## config.mk

```make
export PLATFORM = sky130hd
export DESIGN_NAME = ccd_core_clock_divider
export DESIGN_NICKNAME = d
export VERILOG_FILES = /design/src/inc/ccd_pkg.sv /design/src/verilog/ccd_core_clock_divider.sv
export SDC_FILE = /design/constraint.sdc
export NUM_CORES = 1
export LEC_CHECK = 0
export ABC_AREA = 1
export BUFFER_PORTS_ARGS = -buffer_cell sky130_fd_sc_hd__buf_2
export CORE_MARGIN = 4
export CORE_UTILIZATION = 52
export CTS_CLUSTER_SIZE = 10
export DETAILED_ROUTE_END_ITERATION = 10
export PLACE_DENSITY = 0.75
export SETUP_SLACK_MARGIN = 0.2
export SKIP_CTS_REPAIR_TIMING = 1
export SLEW_MARGIN = 20
export SYNTH_ARGS = -nofsm -noshare
export SYNTH_HDL_FRONTEND = slang
export SYNTH_SLANG_ARGS = --single-unit
```

## constraint.sdc

```tcl
create_clock -name CORE_CLK_IN -period 1.3 [get_ports CORE_CLK_IN]
set_input_delay 0.195 -clock CORE_CLK_IN [delete_from_list [all_inputs] [get_ports CORE_CLK_IN]]
set_output_delay 0.195 -clock CORE_CLK_IN [all_outputs]
set_load 0.05 [all_outputs]
```

## src/inc/ccd_pkg.sv

```systemverilog
// Package for the core clock divider with fast interrupt response.
// Assumes the divider's own clock is the PLL output clock.
package ccd_pkg;

	// ----------------------------------------------------------------
	// Clock source and divide settings
	// ----------------------------------------------------------------
	localparam int unsigned XTAL_HZ       = 32768;
	localparam int unsigned PLL_MULT      = 512;
	localparam int unsigned PLL_HZ        = XTAL_HZ * PLL_MULT;
	localparam int          DIV_SEL_W     = 3;
	localparam int          PRESCALE_W    = 7;
	localparam logic [2:0]  DIV_SEL_RESET = 3'h3;
	localparam logic [2:0]  DIV_SEL_FAST  = 3'h0;
	localparam int          NEST_W        = 2;
	localparam logic [1:0]  NEST_MAX      = 2'h3;

	// ----------------------------------------------------------------
	// Types
	// ----------------------------------------------------------------
	typedef enum logic [0:0] {
		CCD_NORMAL = 1'b0,
		CCD_FAST   = 1'b1
	} ccd_mode_t;

	// Interrupt sequencing events from the core, one-cycle pulses
	typedef struct packed {
		logic entry;
		logic ret;
	} ccd_irq_ev_t;

	// Software control bits
	typedef struct packed {
		logic       fast_irq_response;
		logic [2:0] core_divide_select;
	} ccd_ctrl_t;

endpackage

```

## src/verilog/ccd_core_clock_divider.sv

```systemverilog
// Core clock divider: derives a core clock enable from the PLL clock.
// Assumes CORE_CLK_IN is the PLL output and that interrupt entry and
// return pulses come from the core's sequencer, synchronous to it.
`timescale 1ns/1ps

// Notes on behaviour
// - With fast response set, the core runs undivided while servicing any interrupt.
// - On return from the last open interrupt the core goes back to the divide-select rate.
// - With fast response clear, interrupts run at the divide-select rate too.
// - Divide-select value n gives the PLL clock divided by two to the power n.
// - After reset the divide setting is 011, divide by eight.
// - The divider counts the PLL clock so all settings stay phase locked to it.
module ccd_core_clock_divider
	import ccd_pkg::*;
(
	// Clock and reset
	input  wire logic                 CORE_CLK_IN,
	input  wire logic                 RST_IN,
	// Software control
	input  wire ccd_ctrl_t            CTRL_IN,
	// Interrupt sequencing
	input  wire ccd_irq_ev_t          IRQ_EV_IN,
	// Core clock
	output logic                      CORE_CLK_EN_OUT,
	output logic [DIV_SEL_W-1:0]      ACTIVE_DIV_OUT,
	output logic                      FAST_MODE_OUT
);

	// ----------------------------------------------------------------
	// Control capture
	// ----------------------------------------------------------------
	logic [DIV_SEL_W-1:0] sel_q;
	logic                 fast_resp_q;

	// Both fields move together, one edge after software changes them
	// default divide by eight
	always_ff @(posedge CORE_CLK_IN or posedge RST_IN) begin
		if (RST_IN) begin
			sel_q       <= DIV_SEL_RESET;
			fast_resp_q <= 1'b0;
		end else begin
			sel_q       <= CTRL_IN.core_divide_select;
			fast_resp_q <= CTRL_IN.fast_irq_response;
		end
	end

	// ----------------------------------------------------------------
	// Interrupt nesting
	// ----------------------------------------------------------------
	// Two priority levels may nest, so a depth count is kept
	logic [NEST_W-1:0] depth_q;

	// Entry and return in one cycle cancel and leave the depth alone
	always_ff @(posedge CORE_CLK_IN or posedge RST_IN) begin
		if (RST_IN) begin
			depth_q <= '0;
		end else begin
			case ({IRQ_EV_IN.entry, IRQ_EV_IN.ret})
				2'b10: begin
					if (depth_q != NEST_MAX) begin
						depth_q <= depth_q + 2'h1;
					end
				end
				2'b01: begin
					if (depth_q != 2'h0) begin
						depth_q <= depth_q - 2'h1;
					end
				end
				default: begin
					depth_q <= depth_q;
				end
			endcase
		end
	end

	// ----------------------------------------------------------------
	// Mode state
	// ----------------------------------------------------------------
	ccd_mode_t mode_q;
	ccd_mode_t mode_d;

	// Boost follows the live depth; clearing the fast bit drops it at once
	// fast while servicing
	always_comb begin
		case (mode_q)
			CCD_NORMAL: begin
				mode_d = (fast_resp_q && depth_q != 2'h0) ? CCD_FAST : CCD_NORMAL;
			end
			CCD_FAST: begin
				mode_d = (fast_resp_q && depth_q != 2'h0) ? CCD_FAST : CCD_NORMAL;
			end
			default: begin
				mode_d = CCD_NORMAL;
			end
		endcase
	end

	always_ff @(posedge CORE_CLK_IN or posedge RST_IN) begin
		if (RST_IN) begin
			mode_q <= CCD_NORMAL;
		end else begin
			mode_q <= mode_d;
		end
	end

	// ----------------------------------------------------------------
	// Prescaler and enable
	// ----------------------------------------------------------------
	// One free-running count serves every setting, so a rate change
	// never slips phase against the PLL-derived modulator clocks.
	logic [PRESCALE_W-1:0] pre_q;
	logic [DIV_SEL_W-1:0]  eff_div;
	logic [PRESCALE_W-1:0] pre_mask;
	logic [PRESCALE_W-1:0] pre_next;

	assign eff_div  = (mode_d == CCD_FAST) ? DIV_SEL_FAST : sel_q;
	assign pre_next = pre_q + 7'h1;

	// mask of the low n bits
	for (genvar i = 0; i < PRESCALE_W; i++) begin : g_mask
		assign pre_mask[i] = (i < int'(eff_div));
	end

	always_ff @(posedge CORE_CLK_IN or posedge RST_IN) begin
		if (RST_IN) begin
			pre_q <= '0;
		end else begin
			pre_q <= pre_next;
		end
	end

	// Registered so the core never sees a glitch on its enable
	// one enable per 2^n cycles
	always_ff @(posedge CORE_CLK_IN or posedge RST_IN) begin
		if (RST_IN) begin
			CORE_CLK_EN_OUT <= 1'b0;
			ACTIVE_DIV_OUT  <= DIV_SEL_RESET;
			FAST_MODE_OUT   <= 1'b0;
		end else begin
			CORE_CLK_EN_OUT <= ((pre_next & pre_mask) == 7'h00);
			ACTIVE_DIV_OUT  <= eff_div;
			FAST_MODE_OUT   <= (mode_d == CCD_FAST);
		end
	end
endmodule

```

==> flow_summary.json, run 1 <==
{
  "crit_slowest_cell": "dfrtp_2",
  "via_per_inst": 5.124,
  "track_usage": 0.1464,
  "peakVddDrop_v": 0.0008815,
  "die_height_um": 46.75,
  "first_pass_iters": 4,
  "area_delta_synth_final_pct": 30.13,
  "clock_latency_ns": 0.29,
  "wl_um": 1552,
  "ios": 13,
  "drc": 0,
  "cts_tree": "built",
  "synth_largest_area_cell": "dfrtp_1",
  "tns_ns": 0,
  "maxSlewViolCount": 0,
  "grt_pass1_vias": 576,
  "path_max_fanout": 4,
  "drt_iter0_markers": 12,
  "use_met2": 0.2912,
  "arrival_ns": 1.49,
  "p_leak_nw": 0.5211,
  "power.density_mw_per_mm2": 1448,
  "start_kind": "flop",
  "hold_viol": 0,
  "period_needed_ns": 1.260,
  "use_met1": 0.1386,
  "max-slew-margin-rel": 0.7832,
  "grt_pass1_wl_um": 2201,
  "crit_family": "flip-flops",
  "layout_common_cells": "20 x nand2_1, 12 x dfrtp_1, 12 x inv_1",
  "finalNetCount": 116,
  "met3_usage": 0.03448,
  "netlist_area_um2": 780.7,
  "hold_path.class": "input port to flop",
  "endpoint_kind": "flop",
  "critPathMaxStageDelay_ns": 0.45,
  "finalSetupViolCount": 0,
  "crit_required_ns": 1.53,
  "worstMarginPinSlew_ns": 0.3249,
  "drive_above_1_share": 0.3679,
  "initial_core_util": 0.5783,
  "antenna_left": 0,
  "via_count": 620,
  "synthTopCellsByArea": "dfrtp_1 45%, dfstp_2 13%, nand2_1 10%",
  "hpwlAfterDp_um": 1008,
  "cts_buffers": 3,
  "layout_commonest_cell": "nand2_1",
  "synth_top_area_frac": 0.4487,
  "fmax_mhz": 793.6,
  "row_count": 13,
  "synth_seq_area_share": 0.5833,
  "seqCellArea_um2": 457.9,
  "overflow": 0,
  "cts.clk_slew.worst_paths_ns": 0.10,
  "grt_antenna_before_repair": 0,
  "ys_warn_count": 0,
  "cp_cell_sequence": "ha_4 > inv_2 > nand2_1 > o211ai_1 > nand2_1 > inv_2 > nand3_2 > nor2_1",
  "dieWidth_um": 46.75,
  "synthDistinctLibCells": 20,
  "avgRoutedWirePerCell_um": 12.83,
  "critical_path_class": "flop to flop",
  "fillers": 99,
  "fin_worst_skew_ns": 0.0005035,
  "ys_ff_latch": 18,
  "status": "completed",
  "finish.utilization": 0.7525,
  "clock_sinks": 18,
  "multi_input_area_um2": 312.8,
  "cts-root-buf": "clkbuf_4",
  "path_buf_inv": 2,
  "grt_max_degree": 11,
  "fin_crit_sh": 0.9693,
  "grt_busiest_layer": "met2",
  "syn-mean-instance-area_um2": 9.295,
  "num_antenna_cells": 0,
  "gp_congestion": 0.8068,
  "synth_cells": 84,
  "port_buffers": 12,
  "die_area_mm2": 0.002186,
  "synth_fp_nets": 93,
  "core_area_mm2": 0.001350,
  "cts_max_path_buffers": 2,
  "htreeDepth": 1,
  "rsz0062_at_grt": "true",
  "max_cap_violations": 0
}
cell usage after synthesis (all sizes together):
library cell,instances
or2,1
ha,1
dfrtp,14
nand2,23
o211ai,1
dfstp,4
nand4,1
clkinv,1
o21ai,6
nand3,6
nor2,9
xor2,2
xnor2,1
o21bai,1
inv,13
stage by stage:
step                cells  worst slack, ns  hold slack (ns)  total power, mW  area, µm²
floorplan              84           0.1445           0.1307           0.9789      793.3
global placement      112           0.1041           0.1525            1.053      879.6
detailed placement    112          0.05825           0.1597            1.065      879.6
CTS                   116          0.03290          -0.1602            1.398      915.9
global route          121         -0.05014         0.003950            1.551       1016
finish                121          0.03997          0.01019            1.471       1016
per-layer routing:
layer  part of all wire  vias to the layer above
met1               0.38                      303
met3              0.031                        2
met5                  0                        -
met2               0.58                       10
met4             0.0084                        0
li1                   -                      305
registers in the layout, summed over array words and instances, names as in the netlist:
register and cells:
fast_resp_q 1, depth_q 2, pre_q 7, sel_q 3, ACTIVE_DIV_OUT 3, FAST_MODE_OUT 1
CORE_CLK_EN_OUT 1
cell families (layout without fill, tap and decap cells):
family,count (synthesis),after routing,share of synthesized area
buffers and inverters,14,36,0.06731
flip-flops,18,18,0.5833
adder cells (fa/ha/maj),1,1,0.01602
XOR/XNOR,3,3,0.03366
AO/OA/AOI/OAI,8,8,0.07211
AND/OR/NAND/NOR,40,40,0.2276
layout make-up:
cell class,count,area share
sequential,18,0.4507
tap,15,0.01847
multi-input combinational,52,0.3079
clock buffer,4,0.03571
inverter,14,0.05172
timing repair buffer,18,0.1355
report_power, final:
group	total, mW	switching (mW)	internal, mW
Sequential	0.726	0.0793	0.646
Clock	0.339	0.168	0.170
Combinational	0.406	0.267	0.140
Total	1.47	0.514	0.957
worst register-to-register path, cell delays in order (launching register included):
cell and delay [ns]:
dfrtp_2 0.45, ha_4 0.25, inv_2 0.04, nand2_1 0.05
o211ai_1 0.10, nand2_1 0.09, inv_2 0.07, nand3_2 0.06
nor2_1 0.10
path summary, 6_finish.rpt:
| path | end | cells past startpoint | from | slack [ns] |
|---|---|---|---|---|
| max in group asynchronous | ACTIVE_DIV_OUT[1] | 4 | RST_IN | 0.37 |
| min reg2reg | ACTIVE_DIV_OUT[0] | 2 | sel_q[0] | 0.49 |
| min in group asynchronous | fast_resp_q | 3 | RST_IN | 0.41 |
| max | CORE_CLK_EN_OUT | 8 | pre_q[0] | 0.04 |
| min | fast_resp_q | 1 | CTRL_IN[3] | 0.01 |
| max reg2reg | CORE_CLK_EN_OUT | 8 | pre_q[0] | 0.04 |
(Power assumes the default switching activity.)
==> run 2, diff against run 1 <==
--- a/config.mk
+++ b/config.mk
@@ -5,7 +5,6 @@
 export SDC_FILE = /design/constraint.sdc
 export NUM_CORES = 1
 export LEC_CHECK = 0
-export ABC_AREA = 1
 export BUFFER_PORTS_ARGS = -buffer_cell sky130_fd_sc_hd__buf_2
 export CORE_MARGIN = 4
 export CORE_UTILIZATION = 52
==> run 2 against run 1 <==
Net effect: the run now ends with setup timing left; setup slack got worse by 0.25 ns; clock power fell by 16%; design area rose by 11%; sequential cell count did not move; die area fell by 0.53%; non-clock buffer count rose by 18; critical path depth fell by 3; synthesized cell count fell by 21%; critical path type unchanged; critical endpoint unchanged; largest cell class unchanged.
==> flow_summary.json, run 2 <==
{
  "start_kind": "flop",
  "worstMarginPinSlew_ns": 0.2236,
  "grt_pass1_vias": 644,
  "layout_commonest_cell": "buf_4",
  "fin_crit_sh": 1.165,
  "track_usage": 0.1874,
  "cts_max_path_buffers": 2,
  "num_antenna_cells": 0,
  "cp_cell_sequence": "ha_4 > and3b_2 > or4_1 > a32oi_1 > o211a_1",
  "hpwlAfterDp_um": 1244,
  "max-slew-margin-rel": 0.8510,
  "crit_required_ns": 1.55,
  "reg2reg_depth": 5,
  "met3_usage": 0.03516,
  "via_per_inst": 5.413,
  "synth_fp_nets": 75,
  "ys_warn_count": 0,
  "synthArstFlopShare": 1.000,
  "drc": 0,
  "drive_above_1_share": 0.4528,
  "p_leak_nw": 0.5313,
  "finish.utilization": 0.8341,
  "dpl.cell_count": 113,
  "reg_top3": "pre_q: 7 flops, ACTIVE_DIV_OUT: 3 flops, sel_q: 3 flops",
  "peakVddDrop_v": 0.0008574,
  "synthDistinctLibCells": 29,
  "core_area_mm2": 0.001350,
  "p_sw_frac": 0.2805,
  "synth_top_area_frac": 0.4516,
  "crit_slowest_cell": "dfrtp_1",
  "totalPowerFinal_mw": 1.153,
  "wl_um": 1630,
  "arrival_ns": 1.76,
  "critPathMaxStageDelay_ns": 0.42,
  "synthTopCellsByArea": "dfrtp_1 45%, dfstp_2 14%, xnor2_1 4.5%",
  "whs_path_depth": 1,
  "clock_latency_ns": 0.30,
  "layout_common_cells": "23 x buf_4, 14 x dfrtp_1, 7 x buf_2",
  "status": "finished, violations left",
  "overflow": 0,
  "die_height_um": 46.63,
  "use_met2": 0.3104,
  "p_sw_uw": 323.4,
  "hold_viol": 0,
  "max_cap_violations": 0,
  "finalSetupViolCount": 1,
  "power.density_mw_per_mm2": 1024,
  "synth_largest_area_cell": "dfrtp_1",
  "path_max_fanout": 4,
  "syn-mean-instance-area_um2": 11.75,
  "avgRoutedWirePerCell_um": 13.47,
  "fin_worst_skew_ns": 0.01297,
  "cts_tree": "built",
  "synth_edf_count": 0,
  "ios": 13,
  "finalNonFillerCells": 121,
  "cts_buffers": 3,
  "initial_core_util": 0.5746,
  "synthFlopType": "dfrtp_1",
  "whs_ns": 0.01212,
  "synthTopCellsByCount": "14 x dfrtp_1, 5 x inv_1, 5 x nand2_1, 5 x o21ai_0",
  "rsz0062_at_grt": "true",
  "hold_path.class": "input port to flop",
  "clock_power_share": 0.248,
  "regMostFlops": "pre_q",
  "cts.clk_slew.worst_paths_ns": 0.10,
  "first_pass_iters": 4,
  "grt_max_degree": 19,
  "row_count": 13,
  "ys_ff_latch": 18,
  "via_count": 655,
  "use_met1": 0.2359,
  "finalNetCount": 116,
  "drt_iter0_markers": 11,
  "dieWidth_um": 46.63,
  "synth_most_common_cell": "dfrtp_1",
  "violations": "setup timing",
  "fmax_mhz": 660.1,
  "die_area_mm2": 0.002174,
  "pwr-share-comb": 0.193,
  "antenna_left": 0,
  "largest_reg_flops": 7,
  "synth_cells": 66,
  "port_buffers": 12,
  "sequentialPowerShare": 0.560,
  "htreeDepth": 1,
  "grt_pass1_wl_um": 2746,
  "clock_sinks": 18,
  "area_delta_synth_final_pct": 45.16,
  "critical_path_class": "flop to flop",
  "worst_slack_ns": -0.2149,
  "grt_antenna_before_repair": 0,
  "netlist_area_um2": 775.7,
  "cts-root-buf": "clkbuf_4",
  "endpoint_kind": "flop",
  "period_needed_ns": 1.515,
  "tns_ns": -0.2149,
  "maxSlewViolCount": 0,
  "grt_busiest_layer": "met2",
  "synth_seq_area_share": 0.5871,
  "gp_congestion": 0.7809,
  "p_int_uw": 829.6
}
## run 2: cell count changes in the layout (fill, tap and decap cells not counted), moves of 3 or more
cell | before | now
buf_4 | 2 | 23
inv_1 | 12 | 5
nor2_2 | 4 | 0
xnor2_1 | 1 | 4
and2_1 | 0 | 3
nand2_1 | 20 | 4
## run 2: worst max-delay path, delay by kind of cell, from the launching register on
kind            cells  cell delay (ns)
compound gates      2             0.31
fa+ha+maj           1             0.18
flops               1             0.42
simple gates        2             0.58
## run 2: power by group through the flow
stage / registers (mW) / logic [mW] / clock network, mW
floorplan: 0.710 / 0.0702 / 0
global placement: 0.648 / 0.190 / 0
detailed placement: 0.652 / 0.196 / 0
CTS: 0.641 / 0.196 / 0.299
global route: 0.652 / 0.243 / 0.323
finish: 0.645 / 0.222 / 0.286
## run 2: area by class of cell
type,instances,area (µm²)
repair buffers,36,277.8
inverters,5,18.77
well taps,15,18.77
multi-input cells,43,329.1
fillers,81,224.0
flip-flops and latches,18,455.4
clock buffers,4,26.28
## run 2: path summary, 6_finish.rpt
kind	from	end	slack (ns)
max	pre_q[1]	CORE_CLK_EN_OUT	-0.21
min	CTRL_IN[2]	sel_q[2]	0.01
max reg2reg	pre_q[1]	CORE_CLK_EN_OUT	-0.21
min reg2reg	depth_q[1]	depth_q[1]	0.57
max in group asynchronous	RST_IN	sel_q[1]	0.59
min in group asynchronous	RST_IN	FAST_MODE_OUT	0.44
## run 2: cell families after synthesis
group | Yosys count | synth area share
AND/OR/NAND/NOR | 22 | 0.1694
XOR/XNOR | 6 | 0.06774
adder cells (fa/ha/maj) | 1 | 0.01613
buffers and inverters | 5 | 0.02420
multiplexers | 1 | 0.01290
flip-flops | 18 | 0.5871
AO/OA/AOI/OAI | 13 | 0.1226
## run 2: per-layer routing
metal,wire [µm],vias up,share of wire
li1,-,313,-
met1,734,320,0.45
met2,789,18,0.48
met3,81,4,0.050
met4,25,0,0.015
met5,0,-,0
## run 2: metrics by stage
stage               setup slack [ns]  instance area [µm²]
floorplan                    -0.2445                788.3
global placement             -0.1932                 1017
detailed placement           -0.2368                 1017
CTS                          -0.2253                 1044
global route                 -0.3044                 1126
finish                       -0.2149                 1126
==> run 3, diff against run 2 <==
--- a/config.mk
+++ b/config.mk
@@ -6,11 +6,12 @@
 export NUM_CORES = 1
 export LEC_CHECK = 0
 export BUFFER_PORTS_ARGS = -buffer_cell sky130_fd_sc_hd__buf_2
+export CAP_MARGIN = 40
+export CORE_ASPECT_RATIO = 1.2
 export CORE_MARGIN = 4
-export CORE_UTILIZATION = 52
+export CORE_UTILIZATION = 30
 export CTS_CLUSTER_SIZE = 10
 export DETAILED_ROUTE_END_ITERATION = 10
-export PLACE_DENSITY = 0.75
 export SETUP_SLACK_MARGIN = 0.2
 export SKIP_CTS_REPAIR_TIMING = 1
 export SLEW_MARGIN = 20
==> constraint.sdc (replaced) <==
create_clock -name CORE_CLK_IN -period 1.43 [get_ports CORE_CLK_IN]
set_input_delay 0.2145 -clock CORE_CLK_IN [delete_from_list [all_inputs] [get_ports CORE_CLK_IN]]
set_output_delay 0.2145 -clock CORE_CLK_IN [all_outputs]
set_load 0.05 [all_outputs]
==> run 3 against run 2 <==
Net effect: non-clock buffer count fell by 8; cell count rose by 6.6%; the flow still finishes with violations (setup timing); fmax fell by 1.8%; combinational power is 16% lower; via count is 9.5% lower; sequential share of layout area increased by 2.7 points; critical path depth stayed put; core utilization fell by 39 points; critical path type unchanged; register-to-register slack gained 0.10 ns; first-iteration DRC count decreased by 73%; clock power decreased by 9.4%.
==> flow_summary.json, run 3 (synthesized netlist as in run 2, its figures left out) <==
{
  "status": "finished, violations left",
  "violations": "setup timing",
  "finalNonFillerCells": 129,
  "regMostFlops": "pre_q",
  "drive_above_1_share": 0.3776,
  "die_height_um": 63.71,
  "peakVddDrop_v": 0.0004766,
  "cts_max_path_buffers": 2,
  "hold_path.class": "input port to flop",
  "fin_area_mm2": 0.001056,
  "crit_slowest_cell": "dfrtp_1",
  "max_cap_violations": 0,
  "totalPowerFinal_mw": 1.032,
  "cts-root-buf": "clkbuf_4",
  "fin_worst_skew_ns": 0.004357,
  "cp_cell_sequence": "ha_4 > and3b_2 > or4_1 > a32oi_1 > o211a_1",
  "initial_core_util": 0.3263,
  "core_area_mm2": 0.002377,
  "wl_um": 1478,
  "critical_path_class": "flop to flop",
  "rsz0062_at_grt": "true",
  "drt_iter0_markers": 3,
  "grt_pass1_vias": 598,
  "area_delta_synth_final_pct": 36.13,
  "largest_reg_flops": 7,
  "use_met1": 0.1167,
  "via_count": 593,
  "cts.clk_slew.worst_paths_ns": 0.10,
  "p_leak_nw": 0.4851,
  "clock_latency_ns": 0.29,
  "hold_viol": 0,
  "met3_usage": 0.02123,
  "path_buf_inv": 0,
  "maxSlewViolCount": 0,
  "grt_max_degree": 19,
  "start_kind": "flop",
  "place_area_um2": 969.7,
  "via_per_inst": 4.597,
  "cts_tree": "built",
  "crit_required_ns": 1.67,
  "sequentialPowerShare": 0.567,
  "p_int_uw": 740.4,
  "arrival_ns": 1.79,
  "pwr-share-comb": 0.182,
  "p_sw_uw": 291.5,
  "dpl.cell_count": 120,
  "use_met2": 0.1512,
  "seqCellArea_um2": 455.4,
  "max-slew-margin-rel": 0.8358,
  "finish.utilization": 0.4442,
  "reg_top3": "pre_q: 7 flops, ACTIVE_DIV_OUT: 3 flops, sel_q: 3 flops",
  "clock_power_share": 0.251,
  "layout_common_cells": "14 x dfrtp_1, 12 x buf_4, 10 x buf_2",
  "row_count": 19,
  "drc": 0,
  "fillers": 244,
  "path_max_fanout": 4,
  "num_antenna_cells": 0,
  "tns_ns": -0.1120,
  "finalSetupViolCount": 1,
  "endpoint_kind": "flop",
  "grt_pass1_wl_um": 2553,
  "overflow": 0,
  "die_area_mm2": 0.003467,
  "fin_crit_sh": 1.078,
  "gp_congestion": 0.8412,
  "htreeDepth": 1,
  "dieWidth_um": 54.42,
  "worst_slack_ns": -0.1120,
  "multi_input_area_um2": 314.1,
  "critPathMaxStageDelay_ns": 0.42,
  "p_sw_frac": 0.2825,
  "finalNetCount": 108,
  "port_buffers": 12,
  "layout_commonest_cell": "dfrtp_1",
  "cts_buffers": 3,
  "worstMarginPinSlew_ns": 0.2480,
  "hpwlAfterDp_um": 1077,
  "grt_busiest_layer": "met2",
  "ios": 13,
  "fmax_mhz": 648.5,
  "period_needed_ns": 1.542,
  "first_pass_iters": 3,
  "avgRoutedWirePerCell_um": 11.46,
  "grt_antenna_before_repair": 0,
  "antenna_left": 0,
  "clock_sinks": 18,
  "track_usage": 0.1033,
  "crit_family": "simple AND/OR/NAND/NOR gates",
  "power.density_mw_per_mm2": 977.2
}
[run 3: cell type report]
type                            instances  share of cell area
Clock buffer                            4             0.02488
Inverter                                5             0.01777
Multi-Input combinational cell         43              0.2974
Sequential cell                        18              0.4313
Tap cell                               31             0.03673
Timing Repair Buffer                   28              0.1919
[run 3: path summary, 6_finish.rpt]
kind                             from         endpoint  slack (ns)  cells past startpoint
setup / recovery             pre_q[1]  CORE_CLK_EN_OUT       -0.11                      5
hold / removal             CTRL_IN[2]         sel_q[2]        0.03                      1
setup reg to reg             pre_q[1]  CORE_CLK_EN_OUT       -0.11                      5
hold reg to reg              pre_q[6]         pre_q[6]        0.52                      1
max in group asynchronous      RST_IN         sel_q[0]        0.71                      4
min in group asynchronous      RST_IN         pre_q[6]        0.46                      4
[run 3: stage by stage]
stage	worst slack (ns)	hold WS [ns]
after global routing	-0.2150	0.01160
after global placement	-0.06797	0.2328
final	-0.1120	0.02517
after detailed placement	-0.08829	0.2363
after CTS	-0.1122	-0.09462
after floorplan	-0.1145	0.1502
[run 3: power by group through the flow]
stage | sequential, mW | combinational [mW] | clock (mW)
global placement | 0.588 | 0.171 | 0
detailed placement | 0.590 | 0.175 | 0
finish | 0.585 | 0.187 | 0.259
floorplan | 0.645 | 0.0638 | 0
CTS | 0.581 | 0.175 | 0.274
global route | 0.589 | 0.207 | 0.299
[run 3: layer usage]
metal	up-vias	share of wire
met5	-	0
met4	0	0.045
met3	4	0.035
met2	11	0.50
met1	283	0.42
li1	295	-
[run 3: worst register-to-register path: stages, from the launching register on]
cell and delay, ns:
dfrtp_1 0.42, ha_4 0.18, and3b_2 0.20, or4_1 0.38, a32oi_1 0.16, o211a_1 0.15
